## config.mk

```make
export PLATFORM = sky130hd
export DESIGN_NAME = dma_transfer_cycle_engine
export DESIGN_NICKNAME = d
export VERILOG_FILES = /design/src/core/dma_transfer_cycle_engine.v
export VERILOG_INCLUDE_DIRS = /design/src /design/src/core
export SDC_FILE = /design/constraint.sdc
export NUM_CORES = 2
export LEC_CHECK = 0
export BUFFER_PORTS_ARGS = -buffer_cell sky130_fd_sc_hd__buf_2
export CELL_PAD_IN_SITES_DETAIL_PLACEMENT = 0
export CELL_PAD_IN_SITES_GLOBAL_PLACEMENT = 1
export CORE_MARGIN = 8
export CORE_UTILIZATION = 40
export CTS_CLUSTER_SIZE = 10
export DETAILED_ROUTE_END_ITERATION = 16
export GPL_ROUTABILITY_DRIVEN = 0
export PLACE_DENSITY_LB_ADDON = 0.1
export SYNTH_ARGS = -nofsm -noshare
export SYNTH_HDL_FRONTEND = slang
export SYNTH_SLANG_ARGS = --single-unit
```

## constraint.sdc

```tcl
create_clock -name mclk -period 18.7 [get_ports mclk]
set_input_delay 1.87 -clock mclk [delete_from_list [all_inputs] [get_ports mclk]]
set_output_delay 1.87 -clock mclk [all_outputs]
set_load 0.01 [all_outputs]
```

## src/core/dma_defs.vh

```
// constants for the dma transfer-cycle engine
`ifndef DMA_DEFS_VH
`define DMA_DEFS_VH
// data path width codes (per channel, target and requester)
`define WIDTH_8 2'b00
`define WIDTH_16 2'b01
`define WIDTH_32 2'b10
`define WIDTH_RST 2'b00
// transfer types
`define TYPE_VERIFY 2'b00
`define TYPE_READ 2'b01
`define TYPE_WRITE 2'b10
`define TYPE_RST 2'b01
// buffer transfer modes
`define MODE_SINGLE 2'b00
`define MODE_DEMAND 2'b01
`define MODE_BLOCK 2'b10
`define MODE_RST 2'b00
// sequencer states
`define ST_IDLE 3'h0
`define ST_WAIT_ACK 3'h1
`define ST_ARB 3'h2
`define ST_SETUP 3'h3
`define ST_BUSY 3'h4
`define ST_TERM 3'h5
`define ST_RELEASE 3'h6
// priority ring: upper ring position 4 is the whole lower group
`define UPPER_RING 5
`define LOWER_ENTRY 3'h4
`define UPPER_LOWEST_RST 2'h3
`define LOWER_LOWEST_RST 2'h3
`endif

```

## src/core/dma_transfer_cycle_engine.v

```verilog
// eight-channel dma transfer-cycle, arbitration and bus takeover engine
`timescale 1ns/100ps
`include "dma_defs.vh"
module dma_transfer_cycle_engine (
    // clock and reset
    input wire mclk,
    input wire rstn,
    // requests and host handshake
    input wire [7:0] channel_service_request,
    input wire [7:0] sw_request,
    input wire hold_acknowledge,
    input wire end_of_process_n,
    output reg hold_request,
    output reg [7:0] channel_acknowledge,
    // bus cycle
    output reg [31:2] bus_address,
    output reg [3:0] byte_lane_enables_n,
    output reg mem_io,
    output reg write_read,
    output reg cycle_start,
    output reg [31:0] data_out,
    output reg data_oe_n,
    input wire bus_ready,
    input wire [31:0] data_in,
    // channel programming
    input wire cfg_write,
    input wire [2:0] cfg_chan,
    input wire cfg_fly,
    input wire [1:0] cfg_type,
    input wire [1:0] cfg_mode,
    input wire [1:0] cfg_target_width,
    input wire [1:0] cfg_req_width,
    input wire cfg_target_mem,
    input wire cfg_req_mem,
    input wire [31:0] cfg_target_addr,
    input wire [31:0] cfg_req_addr,
    input wire [23:0] cfg_count,
    // priority control
    input wire upper_rotate,
    input wire lower_rotate,
    input wire prio_write,
    input wire prio_upper,
    input wire [1:0] prio_lowest,
    // status
    output reg [7:0] count_expired,
    output reg [7:0] channel_masked
);

// per-channel state
reg [31:0] taddr [0:7];
reg [31:0] raddr [0:7];
reg [23:0] count [0:7];
reg [31:0] temp [0:7];
reg [2:0] fill [0:7];
reg cfly [0:7];
reg [1:0] ctype [0:7];
reg [1:0] cmode [0:7];
reg [1:0] ctw [0:7];
reg [1:0] crw [0:7];
reg ctm [0:7];
reg crm [0:7];
// sequencer
reg [2:0] state;
reg [2:0] cur;
reg wr;
reg term_flag;
reg stop_flag;
reg [7:0] swreq;
// priority pointers: position of the lowest-priority entry
reg [2:0] uptr_r;
reg [1:0] lptr_r;
reg [1:0] uprog;
reg [1:0] lprog;
// pin synchronisers
reg [7:0] req_m;
reg [7:0] req_s;
reg hold_acknowledge_m;
reg hold_acknowledge_s;
reg eop_m;
reg eop_s;

// two flops on the request, hold acknowledge and end-of-process pins before anything looks at them
always @(posedge mclk) begin
    if (!rstn) begin
        req_m <= 8'h00;
        req_s <= 8'h00;
        hold_acknowledge_m <= 1'b0;
        hold_acknowledge_s <= 1'b0;
        eop_m <= 1'b1;
        eop_s <= 1'b1;
    end else begin
        req_m <= channel_service_request;
        req_s <= req_m;
        hold_acknowledge_m <= hold_acknowledge;
        hold_acknowledge_s <= hold_acknowledge_m;
        eop_m <= end_of_process_n;
        eop_s <= eop_m;
    end
end

// hardware and software requests are merged before arbitration
wire [7:0] pend = (req_s | swreq) & ~channel_masked;
wire [2:0] uptr = upper_rotate ? uptr_r : {1'b0, uprog};
wire [1:0] lptr = lower_rotate ? lptr_r : lprog;

// cascade arbiter: scan from lowest back to highest, last hit wins
reg [4:0] ucand;
reg [1:0] lower_win;
reg [1:0] lidx;
reg [2:0] uw;
reg upper_hit;
reg [2:0] win_ch;
integer ai;
integer at;
always @* begin
    ucand = {|pend[3:0], pend[7:4]};
    lower_win = 2'h0;
    lidx = 2'h0;
    uw = 3'h0;
    upper_hit = 1'b0;
    at = 0;
    for (ai = 4; ai >= 1; ai = ai - 1) begin
        lidx = lptr + ai[1:0];
        if (pend[lidx])
            lower_win = lidx;
    end
    for (ai = `UPPER_RING; ai >= 1; ai = ai - 1) begin
        at = uptr + ai;
        if (at >= `UPPER_RING)
            at = at - `UPPER_RING;
        if (ucand[at]) begin
            upper_hit = 1'b1;
            uw = at[2:0];
        end
    end
    // ring order 4,5,6,7,lower: lower sits between 7 and 4
    if (uw == `LOWER_ENTRY)
        win_ch = {1'b0, lower_win};
    else
        win_ch = {1'b1, uw[1:0]};
end

// access shaping for the selected channel
wire launch = (state == `ST_ARB && upper_hit) || state == `ST_SETUP;
wire [2:0] sel = (state == `ST_ARB) ? win_ch : cur;
wire [1:0] typ = ctype[sel];
wire fly = cfly[sel];
wire verify = (typ == `TYPE_VERIFY);
wire src_t = (typ != `TYPE_WRITE);
wire [2:0] tb = 3'd1 << ctw[sel];
wire [2:0] rb = 3'd1 << crw[sel];
wire [2:0] sb = src_t ? tb : rb;
wire [2:0] db = src_t ? rb : tb;
wire [31:0] sa = src_t ? taddr[sel] : raddr[sel];
wire [31:0] da = src_t ? raddr[sel] : taddr[sel];
wire [2:0] f = fill[sel];
wire [2:0] goal = verify ? sb : db;
wire [23:0] cnt = count[sel];
wire [31:0] tmp = temp[sel];
// a fresh service resumes with whatever the temp register still holds
wire wr_eff = (state == `ST_ARB) ? (!verify && f >= goal) : wr;
wire stopcond = (cmode[sel] == `MODE_SINGLE) ||
                (cmode[sel] == `MODE_DEMAND && !req_s[sel]);

reg [2:0] n;
reg [2:0] m;
reg [2:0] acc_n;
reg [31:0] acc_a;
reg [3:0] lanes;
reg to_target;
reg [31:0] rd_tmp;
reg [31:0] wdata;
reg [31:0] sh_tmp;
integer bk;
integer bj;
integer bs;
always @*begin
    bj = 0;
    bs = 0;
    // reads fill the temp register; unaligned or short ones go bytewise
    if (sb <= 3'd4 - f && ({1'b0, sa[1:0]} & (sb - 3'd1)) == 3'd0 &&
        cnt >= {21'h0, sb})
        n = sb;
    else
        n = 3'd1;
    if (f >= db && ({1'b0, da[1:0]} & (db - 3'd1)) == 3'd0)
        m = db;
    else
        m = 3'd1;
    acc_n = fly ? tb : (wr_eff ? m : n);
    acc_a = fly ? taddr[sel] : (wr_eff ? da : sa);
    if (acc_n == 3'd4)
        lanes = 4'hf;
    else if (acc_n == 3'd2)
        lanes = 4'h3;
    else
        lanes = 4'h1;
    lanes = lanes << acc_a[1:0];
    to_target = fly || (wr_eff ? !src_t : src_t);
    // byte assembly into the temp register
    rd_tmp = tmp;
    for (bk = 0; bk < 4; bk = bk + 1) begin
        bj = f + bk;
        bs = sa[1:0] + bk;
        if (bk < n && bj < 4 && bs < 4)
            rd_tmp[8*bj +: 8] = data_in[8*bs +: 8];
    end
    // byte disassembly onto destination lanes
    wdata = 32'h0;
    for (bk = 0; bk < 4; bk = bk + 1) begin
        bs = da[1:0] + bk;
        if (bk < m && bs < 4)
            wdata[8*bs +: 8] = tmp[8*bk +: 8];
    end
    sh_tmp = tmp >> (8 * m);
end

// main sequencer
integer ri;
always @(posedge mclk) begin
    if (!rstn) begin
        state <= `ST_IDLE;
        cur <= 3'h0;
        wr <= 1'b0;
        term_flag <= 1'b0;
        stop_flag <= 1'b0;
        swreq <= 8'h00;
        uptr_r <= {1'b0, `UPPER_LOWEST_RST};
        lptr_r <= `LOWER_LOWEST_RST;
        uprog <= `UPPER_LOWEST_RST;
        lprog <= `LOWER_LOWEST_RST;
        hold_request <= 1'b0;
        channel_acknowledge <= 8'h00;
        bus_address <= 30'h0;
        byte_lane_enables_n <= 4'hf;
        mem_io <= 1'b0;
        write_read <= 1'b0;
        cycle_start <= 1'b0;
        data_out <= 32'h0;
        data_oe_n <= 1'b1;
        count_expired <= 8'h00;
        channel_masked <= 8'h00;
        for (ri = 0; ri < 8; ri = ri + 1) begin
            taddr[ri] <= 32'h0;
            raddr[ri] <= 32'h0;
            count[ri] <= 24'h0;
            temp[ri] <= 32'h0;
            fill[ri] <= 3'h0;
            cfly[ri] <= 1'b0;
            ctype[ri] <= `TYPE_RST;
            cmode[ri] <= `MODE_RST;
            ctw[ri] <= `WIDTH_RST;
            crw[ri] <= `WIDTH_RST;
            ctm[ri] <= 1'b1;
            crm[ri] <= 1'b0;
        end
    end else begin
        cycle_start <= 1'b0;
        // a software request arriving with its clear is kept
        swreq <= (swreq & ~((state == `ST_TERM) ? (8'h01 << cur) : 8'h00))
                 | sw_request;
        // programmed lowest only accepted while that group is fixed
        if (prio_write && prio_upper && !upper_rotate)
            uprog <= prio_lowest;
        if (prio_write && !prio_upper && !lower_rotate)
            lprog <= prio_lowest;
        // fixed groups keep the rotating copy in step, so switching over
        // to rotating starts from the levels now in force
        if (!upper_rotate)
            uptr_r <= {1'b0, uprog};
        if (!lower_rotate)
            lptr_r <= lprog;
        case (state)
        `ST_IDLE: begin
            // re-request only after the previous handshake has closed
            if (pend != 8'h00 && !hold_acknowledge_s) begin
                hold_request <= 1'b1;
                state <= `ST_WAIT_ACK;
            end
        end
        `ST_WAIT_ACK: begin
            if (hold_acknowledge_s)
                state <= `ST_ARB;
        end
        `ST_ARB: begin
            stop_flag <= 1'b0;
            term_flag <= 1'b0;
            if (!upper_hit) begin
                state <= `ST_RELEASE;
            end else begin
                cur <= win_ch;
                wr <= wr_eff;
                if (upper_rotate) begin
                    if (win_ch[2])
                        uptr_r <= {1'b0, win_ch[1:0]};
                    else
                        uptr_r <= `LOWER_ENTRY;
                end
                if (lower_rotate && !win_ch[2])
                    lptr_r <= win_ch[1:0];
            end
        end
        `ST_SETUP: begin
        end
        `ST_BUSY: begin
            if (bus_ready) begin
                channel_acknowledge <= 8'h00;
                byte_lane_enables_n <= 4'hf;
                data_oe_n <= 1'b1;
                state <= `ST_SETUP;
                if (fly) begin
                    // count steps by target size only
                    count[cur] <= (cnt > {21'h0, tb}) ?
                                  cnt - {21'h0, tb} : 24'h0;
                    taddr[cur] <= taddr[cur] + {29'h0, tb};
                    if (cnt <= {21'h0, tb} || !eop_s)
                        state <= `ST_TERM;
                    else if (stopcond)
                        state <= `ST_RELEASE;
                end else if (!wr) begin
                    count[cur] <= cnt - {21'h0, n};
                    if (src_t)
                        taddr[cur] <= taddr[cur] + {29'h0, n};
                    else
                        raddr[cur] <= raddr[cur] + {29'h0, n};
                    if (!verify) begin
                        temp[cur] <= rd_tmp;
                        fill[cur] <= f + n;
                    end
                    term_flag <= cnt == {21'h0, n} || !eop_s;
                    stop_flag <= !src_t && stopcond;
                    // write only once full, or early when the process ends
                    if (!verify && (f + n >= goal ||
                        ((cnt == {21'h0, n} || !eop_s) && f + n != 3'd0)))
                        wr <= 1'b1;
                    else if (cnt == {21'h0, n} || !eop_s)
                        state <= `ST_TERM;
                    else if (!src_t && stopcond)
                        state <= `ST_RELEASE;
                end else begin
                    if (src_t)
                        raddr[cur] <= raddr[cur] + {29'h0, m};
                    else
                        taddr[cur] <= taddr[cur] + {29'h0, m};
                    temp[cur] <= sh_tmp;
                    fill[cur] <= f - m;
                    if (term_flag) begin
                        if (f == m)
                            state <= `ST_TERM;
                    end else if (stop_flag || (src_t && stopcond)) begin
                        state <= `ST_RELEASE;
                    end else if (f - m == 3'd0 || f - m < db) begin
                        wr <= 1'b0;
                    end
                end
            end
        end
        `ST_TERM: begin
            channel_masked[cur] <= 1'b1;
            count_expired[cur] <= 1'b1;
            fill[cur] <= 3'h0;
            state <= `ST_RELEASE;
        end
        `ST_RELEASE: begin
            hold_request <= 1'b0;
            if (!hold_acknowledge_s && !hold_request)
                state <= `ST_IDLE;
        end
        default: state <= `ST_IDLE;
        endcase
        // drive a new access; outputs stand until the ready
        if (launch) begin
            state <= `ST_BUSY;
            cycle_start <= 1'b1;
            bus_address <= acc_a[31:2];
            byte_lane_enables_n <= ~lanes;
            mem_io <= to_target ? ctm[sel] : crm[sel];
            // fly-by shows the target side; requester does the opposite
            write_read <= fly ? (typ == `TYPE_WRITE) : wr_eff;
            channel_acknowledge <= ((fly && !verify) || !to_target) ?
                                   (8'h01 << sel) : 8'h00;
            // fly-by never drives data, the temp register stays put
            data_out <= wdata;
            data_oe_n <= fly || !wr_eff;
        end
        // programming a channel reloads it and lifts its mask
        if (cfg_write) begin
            cfly[cfg_chan] <= cfg_fly;
            ctype[cfg_chan] <= cfg_type;
            cmode[cfg_chan] <= cfg_mode;
            ctw[cfg_chan] <= cfg_target_width;
            crw[cfg_chan] <= cfg_req_width;
            ctm[cfg_chan] <= cfg_target_mem;
            crm[cfg_chan] <= cfg_req_mem;
            taddr[cfg_chan] <= cfg_target_addr;
            raddr[cfg_chan] <= cfg_req_addr;
            count[cfg_chan] <= cfg_count;
            fill[cfg_chan] <= 3'h0;
            // a termination landing in the same cycle still stands
            channel_masked[cfg_chan] <= (state == `ST_TERM && cur == cfg_chan);
            count_expired[cfg_chan] <= (state == `ST_TERM && cur == cfg_chan);
        end
    end
end

endmodule

```

==> reports/results.tsv <==
stage	metric	value	unit
timing	fin_skew	47.28	ps
hold_path	hp-class	reg -> reg	
worst_setup_path	end_kind	register	
power_and_ir_drop	finalPower	7.568	mW
clocking	ctsHtreeMaxLevel	4	
placed_design	placed_area	73370	um2
clocking	cts_hold_buf	0	
global_route	grt_first_pass_wirelength	419800	um
worst_setup_path	crit_end	taddr[7][30]$_DFFE_PP_	
global_route	grt_pass1_vias	57340	
cells_and_area	multi_input_area	32570	um2
global_route	grt-ovfl-total	0	
cells_and_area	syn_to_final_growth	11.68	%
floorplan	rows	153	
power_and_ir_drop	p_per_area	97.21	nW/um2
worst_setup_path	critPathKind	in -> reg	
worst_setup_path	reg2reg_to	taddr[7][30]$_DFFE_PP_	
route	drcViolationCount	0	
logic_synthesis	ys_warn_count	0	
outcome	outcome	finished clean	
worst_setup_path	reg2reg_depth	40	
cells_and_area	register_area	34680	um2
timing	rsz0062_at_grt	no	
floorplan	design.die.area	187900	um2
clocking	cts_buffers	148	
route	antenna_left	0	
floorplan	die_h	433.4	um
timing	finalSetupTns	0	ps
power_and_ir_drop	ir_drop	0.08441	mV
floorplan	ioPinCount	257	
clocking	cts_tree	built	
worst_setup_path	crit_slowest_cell	nor2_2	
clocking	insertion_delay	820	ps
floorplan	die_x	433.4	um
clocking	cts-root-buf	clkbuf_16	
route	wire_per_inst	32.13	um
cells_and_area	fin_area	77840	um2
floorplan	core	173400	um2
worst_setup_path	cp.arrival	15700	ps
placed_design	numPortBuffers	256	
logic_synthesis	synth_edf_count	1032	
timing	timing.fmax	0.06654	GHz
logic_synthesis	netlist_instances	6817	
timing	slew_violations	0	
global_route	grt_antenna_before_repair	52	
worst_setup_path	startpoint_type	input port	
run	maxCapViolCount	0	
logic_synthesis	synthesis.area	69700	um2
logic_synthesis	ys_ff_latch	1216	
worst_setup_path	r2r_setup_slack	4720	ps
route	drt_iter0_drc	7362	
global_route	track_usage	30.45	%
clocking	clkSinkCount	1216	
logic_synthesis	synth_ff_type	edfxtp_1	
timing	hold_violations	0	
route	dr_total_vias	59430	
cells_and_area	fill_cells	16530	
placed_design	hpwl	184600	um
clocking	cts_resized	0	
clocking	cts_buffer_depth	3	
cells_and_area	drive_gt1_share	14.52	%
route	wl	296800	um
clocking	clk_pin_slew	60	ps
worst_setup_path	cpPeakStageDelay	890	ps
timing	post-route-min-period	15030	ps
timing	setup_violations	0	
logic_synthesis	ys_seq_area_share	49.75	%
logic_synthesis	ys_types	117	
timing	slew_headroom	16.42	%
logic_synthesis	syn_area_per_cell	10.22	um2
worst_setup_path	critPathLaunch	upper_rotate	
floorplan	initial_core_util	40.19	%
worst_setup_path	timing.rr.start	uptr_r[1]$_SDFF_PN1_	
clocking	post_cts_buffers	0	
route	first_pass_iters	8	
worst_setup_path	worstPathRequired	19370	ps
timing	max_slew.worst_pin.slew	1244	ps
timing	finalCritPeriodShare	80.37	%
route	via_per_inst	6.434	
power_and_ir_drop	power_leakage	27.80	nW
global_route	grt_start_max_net_pins	171	
logic_synthesis	synthArstFlopShare	0	%
logic_synthesis	synth_nets	7044	
cells_and_area	nets	7012	
worst_setup_path	crit_fanout	56	
==> layer usage <==
layer	global-route usage, %	vias up	routed length (um)	part of all wire, %
met5	0	-	166	0.056
met4	12.24	28	12930	4.4
met3	6.008	676	25910	8.7
met2	49.20	3148	137500	46
met1	40.27	29820	120200	41
li1	-	25760	-	-
==> synth_stat cells (all sizes together), types with 40 or more instances <==
master	instances	area share (%)
nand3	355	2.6
ha	59	1.1
dfxtp	184	5.3
buf	228	1.6
a22o	621	7.8
and2	106	0.95
a211oi	57	0.66
mux2i	138	2.0
o211ai	56	0.60
nor3	110	0.81
o21ai	283	2.1
a311oi	97	1.2
nor2	488	2.7
o22ai	45	0.42
clkbuf	402	2.2
nand2b	41	0.37
nand2	1219	6.6
a221oi	40	0.57
edfxtp	1032	44
and3	112	1.0
mux4	135	4.4
inv	104	0.57
xnor2	50	0.63
a21oi	169	1.3
a31oi	91	0.84
==> worst min-delay path by stage <==
| stage | slack, ps | start | end | cells after the start |
|---|---|---|---|---|
| after floorplan | 390 | eop_m$_SDFF_PN1_ | eop_s$_SDFF_PN1_ | 1 |
| after global placement | 390 | eop_m$_SDFF_PN1_ | eop_s$_SDFF_PN1_ | 1 |
| after detailed placement | 390 | eop_m$_SDFF_PN1_ | eop_s$_SDFF_PN1_ | 1 |
| after CTS | 400 | eop_m$_SDFF_PN1_ | eop_s$_SDFF_PN1_ | 1 |
| after global routing | 430 | eop_m$_SDFF_PN1_ | eop_s$_SDFF_PN1_ | 1 |
| final | 410 | eop_m$_SDFF_PN1_ | eop_s$_SDFF_PN1_ | 1 |
==> power breakdown <==
part           leakage [nW]  internal [mW]  switching, mW
logic                  13.6          0.478           1.24
registers              12.1           3.06         0.0632
clock network          2.12           1.53           1.19
total                  27.8           5.07           2.50
==> flip-flops by register name (all words and copies together) (netlist names), 24 cells and up, named ones only <==
signal,cells
raddr,256
taddr,256
temp,256
count,192
data_out,32
bus_address,30
fill,24
==> worst max-delay path: cells and delay by family <==
family          cells  cell delay [ps]
simple gates       18             6980
buf+inv             6             1220
xor+xnor            1              590
compound gates     11             3050
fa+ha+maj           4             1180
mux                 1              720
==> cells by family after synthesis <==
logic type,Yosys count,synth area share (%)
xor gates and xnor gates,75,0.9424
adders and majority gates,65,1.231
AOI/OAI and AO/OA,1772,19.55
DFF,1216,49.75
and+or+nand+nor,2643,17.22
muxes,309,6.961
buffers and inverters,737,4.350
==> metrics by stage <==
stage,std cells,setup slack (ps),utilization (%),hold slack [ps]
4_1_cts,9217,4026,44.85,404.6
2_1_floorplan,6817,4937,-,386.3
6_report,9237,3671,44.88,405.7
3_5_place_dp,8960,3263,42.30,391.8
3_3_place_gp,8960,3609,42.30,391.0
5_1_grt,9227,2854,44.87,432.8
==> layout by cell type, fill, tap and decap left out, types with 24 or more instances in the layout <==
cell,instances
a211oi_1,52
a21o_1,33
a21oi_1,161
a221oi_1,34
a22o_1,621
a311o_1,33
a311oi_1,93
a31oi_1,90
a32o_1,31
and2_1,103
and3_1,112
buf_2,255
buf_4,187
clkbuf_1,75
clkbuf_16,149
dfxtp_1,181
edfxtp_1,1032
ha_1,59
inv_1,98
mux2_2,36
mux2i_1,136
mux4_2,135
nand2_1,1208
nand2b_1,38
nand3_1,353
nand3b_1,25
nand4_1,32
nor2_1,461
nor2b_1,24
nor3_1,82
o211ai_1,56
o21ai_0,232
o22ai_1,43
or3_1,38
xnor2_1,50
xor2_1,25
==> area by class of cell <==
type | count | area share, %
Inverter | 107 | 0.5224
Multi-Input combinational cell | 4864 | 41.84
Clock inverter | 28 | 0.4452
Tap cell | 2325 | 3.737
Timing Repair Buffer | 448 | 3.597
Antenna cell | 20 | 0.06429
Sequential cell | 1216 | 44.56
Clock buffer | 229 | 5.240
Power figures use the tool's default switching activity.
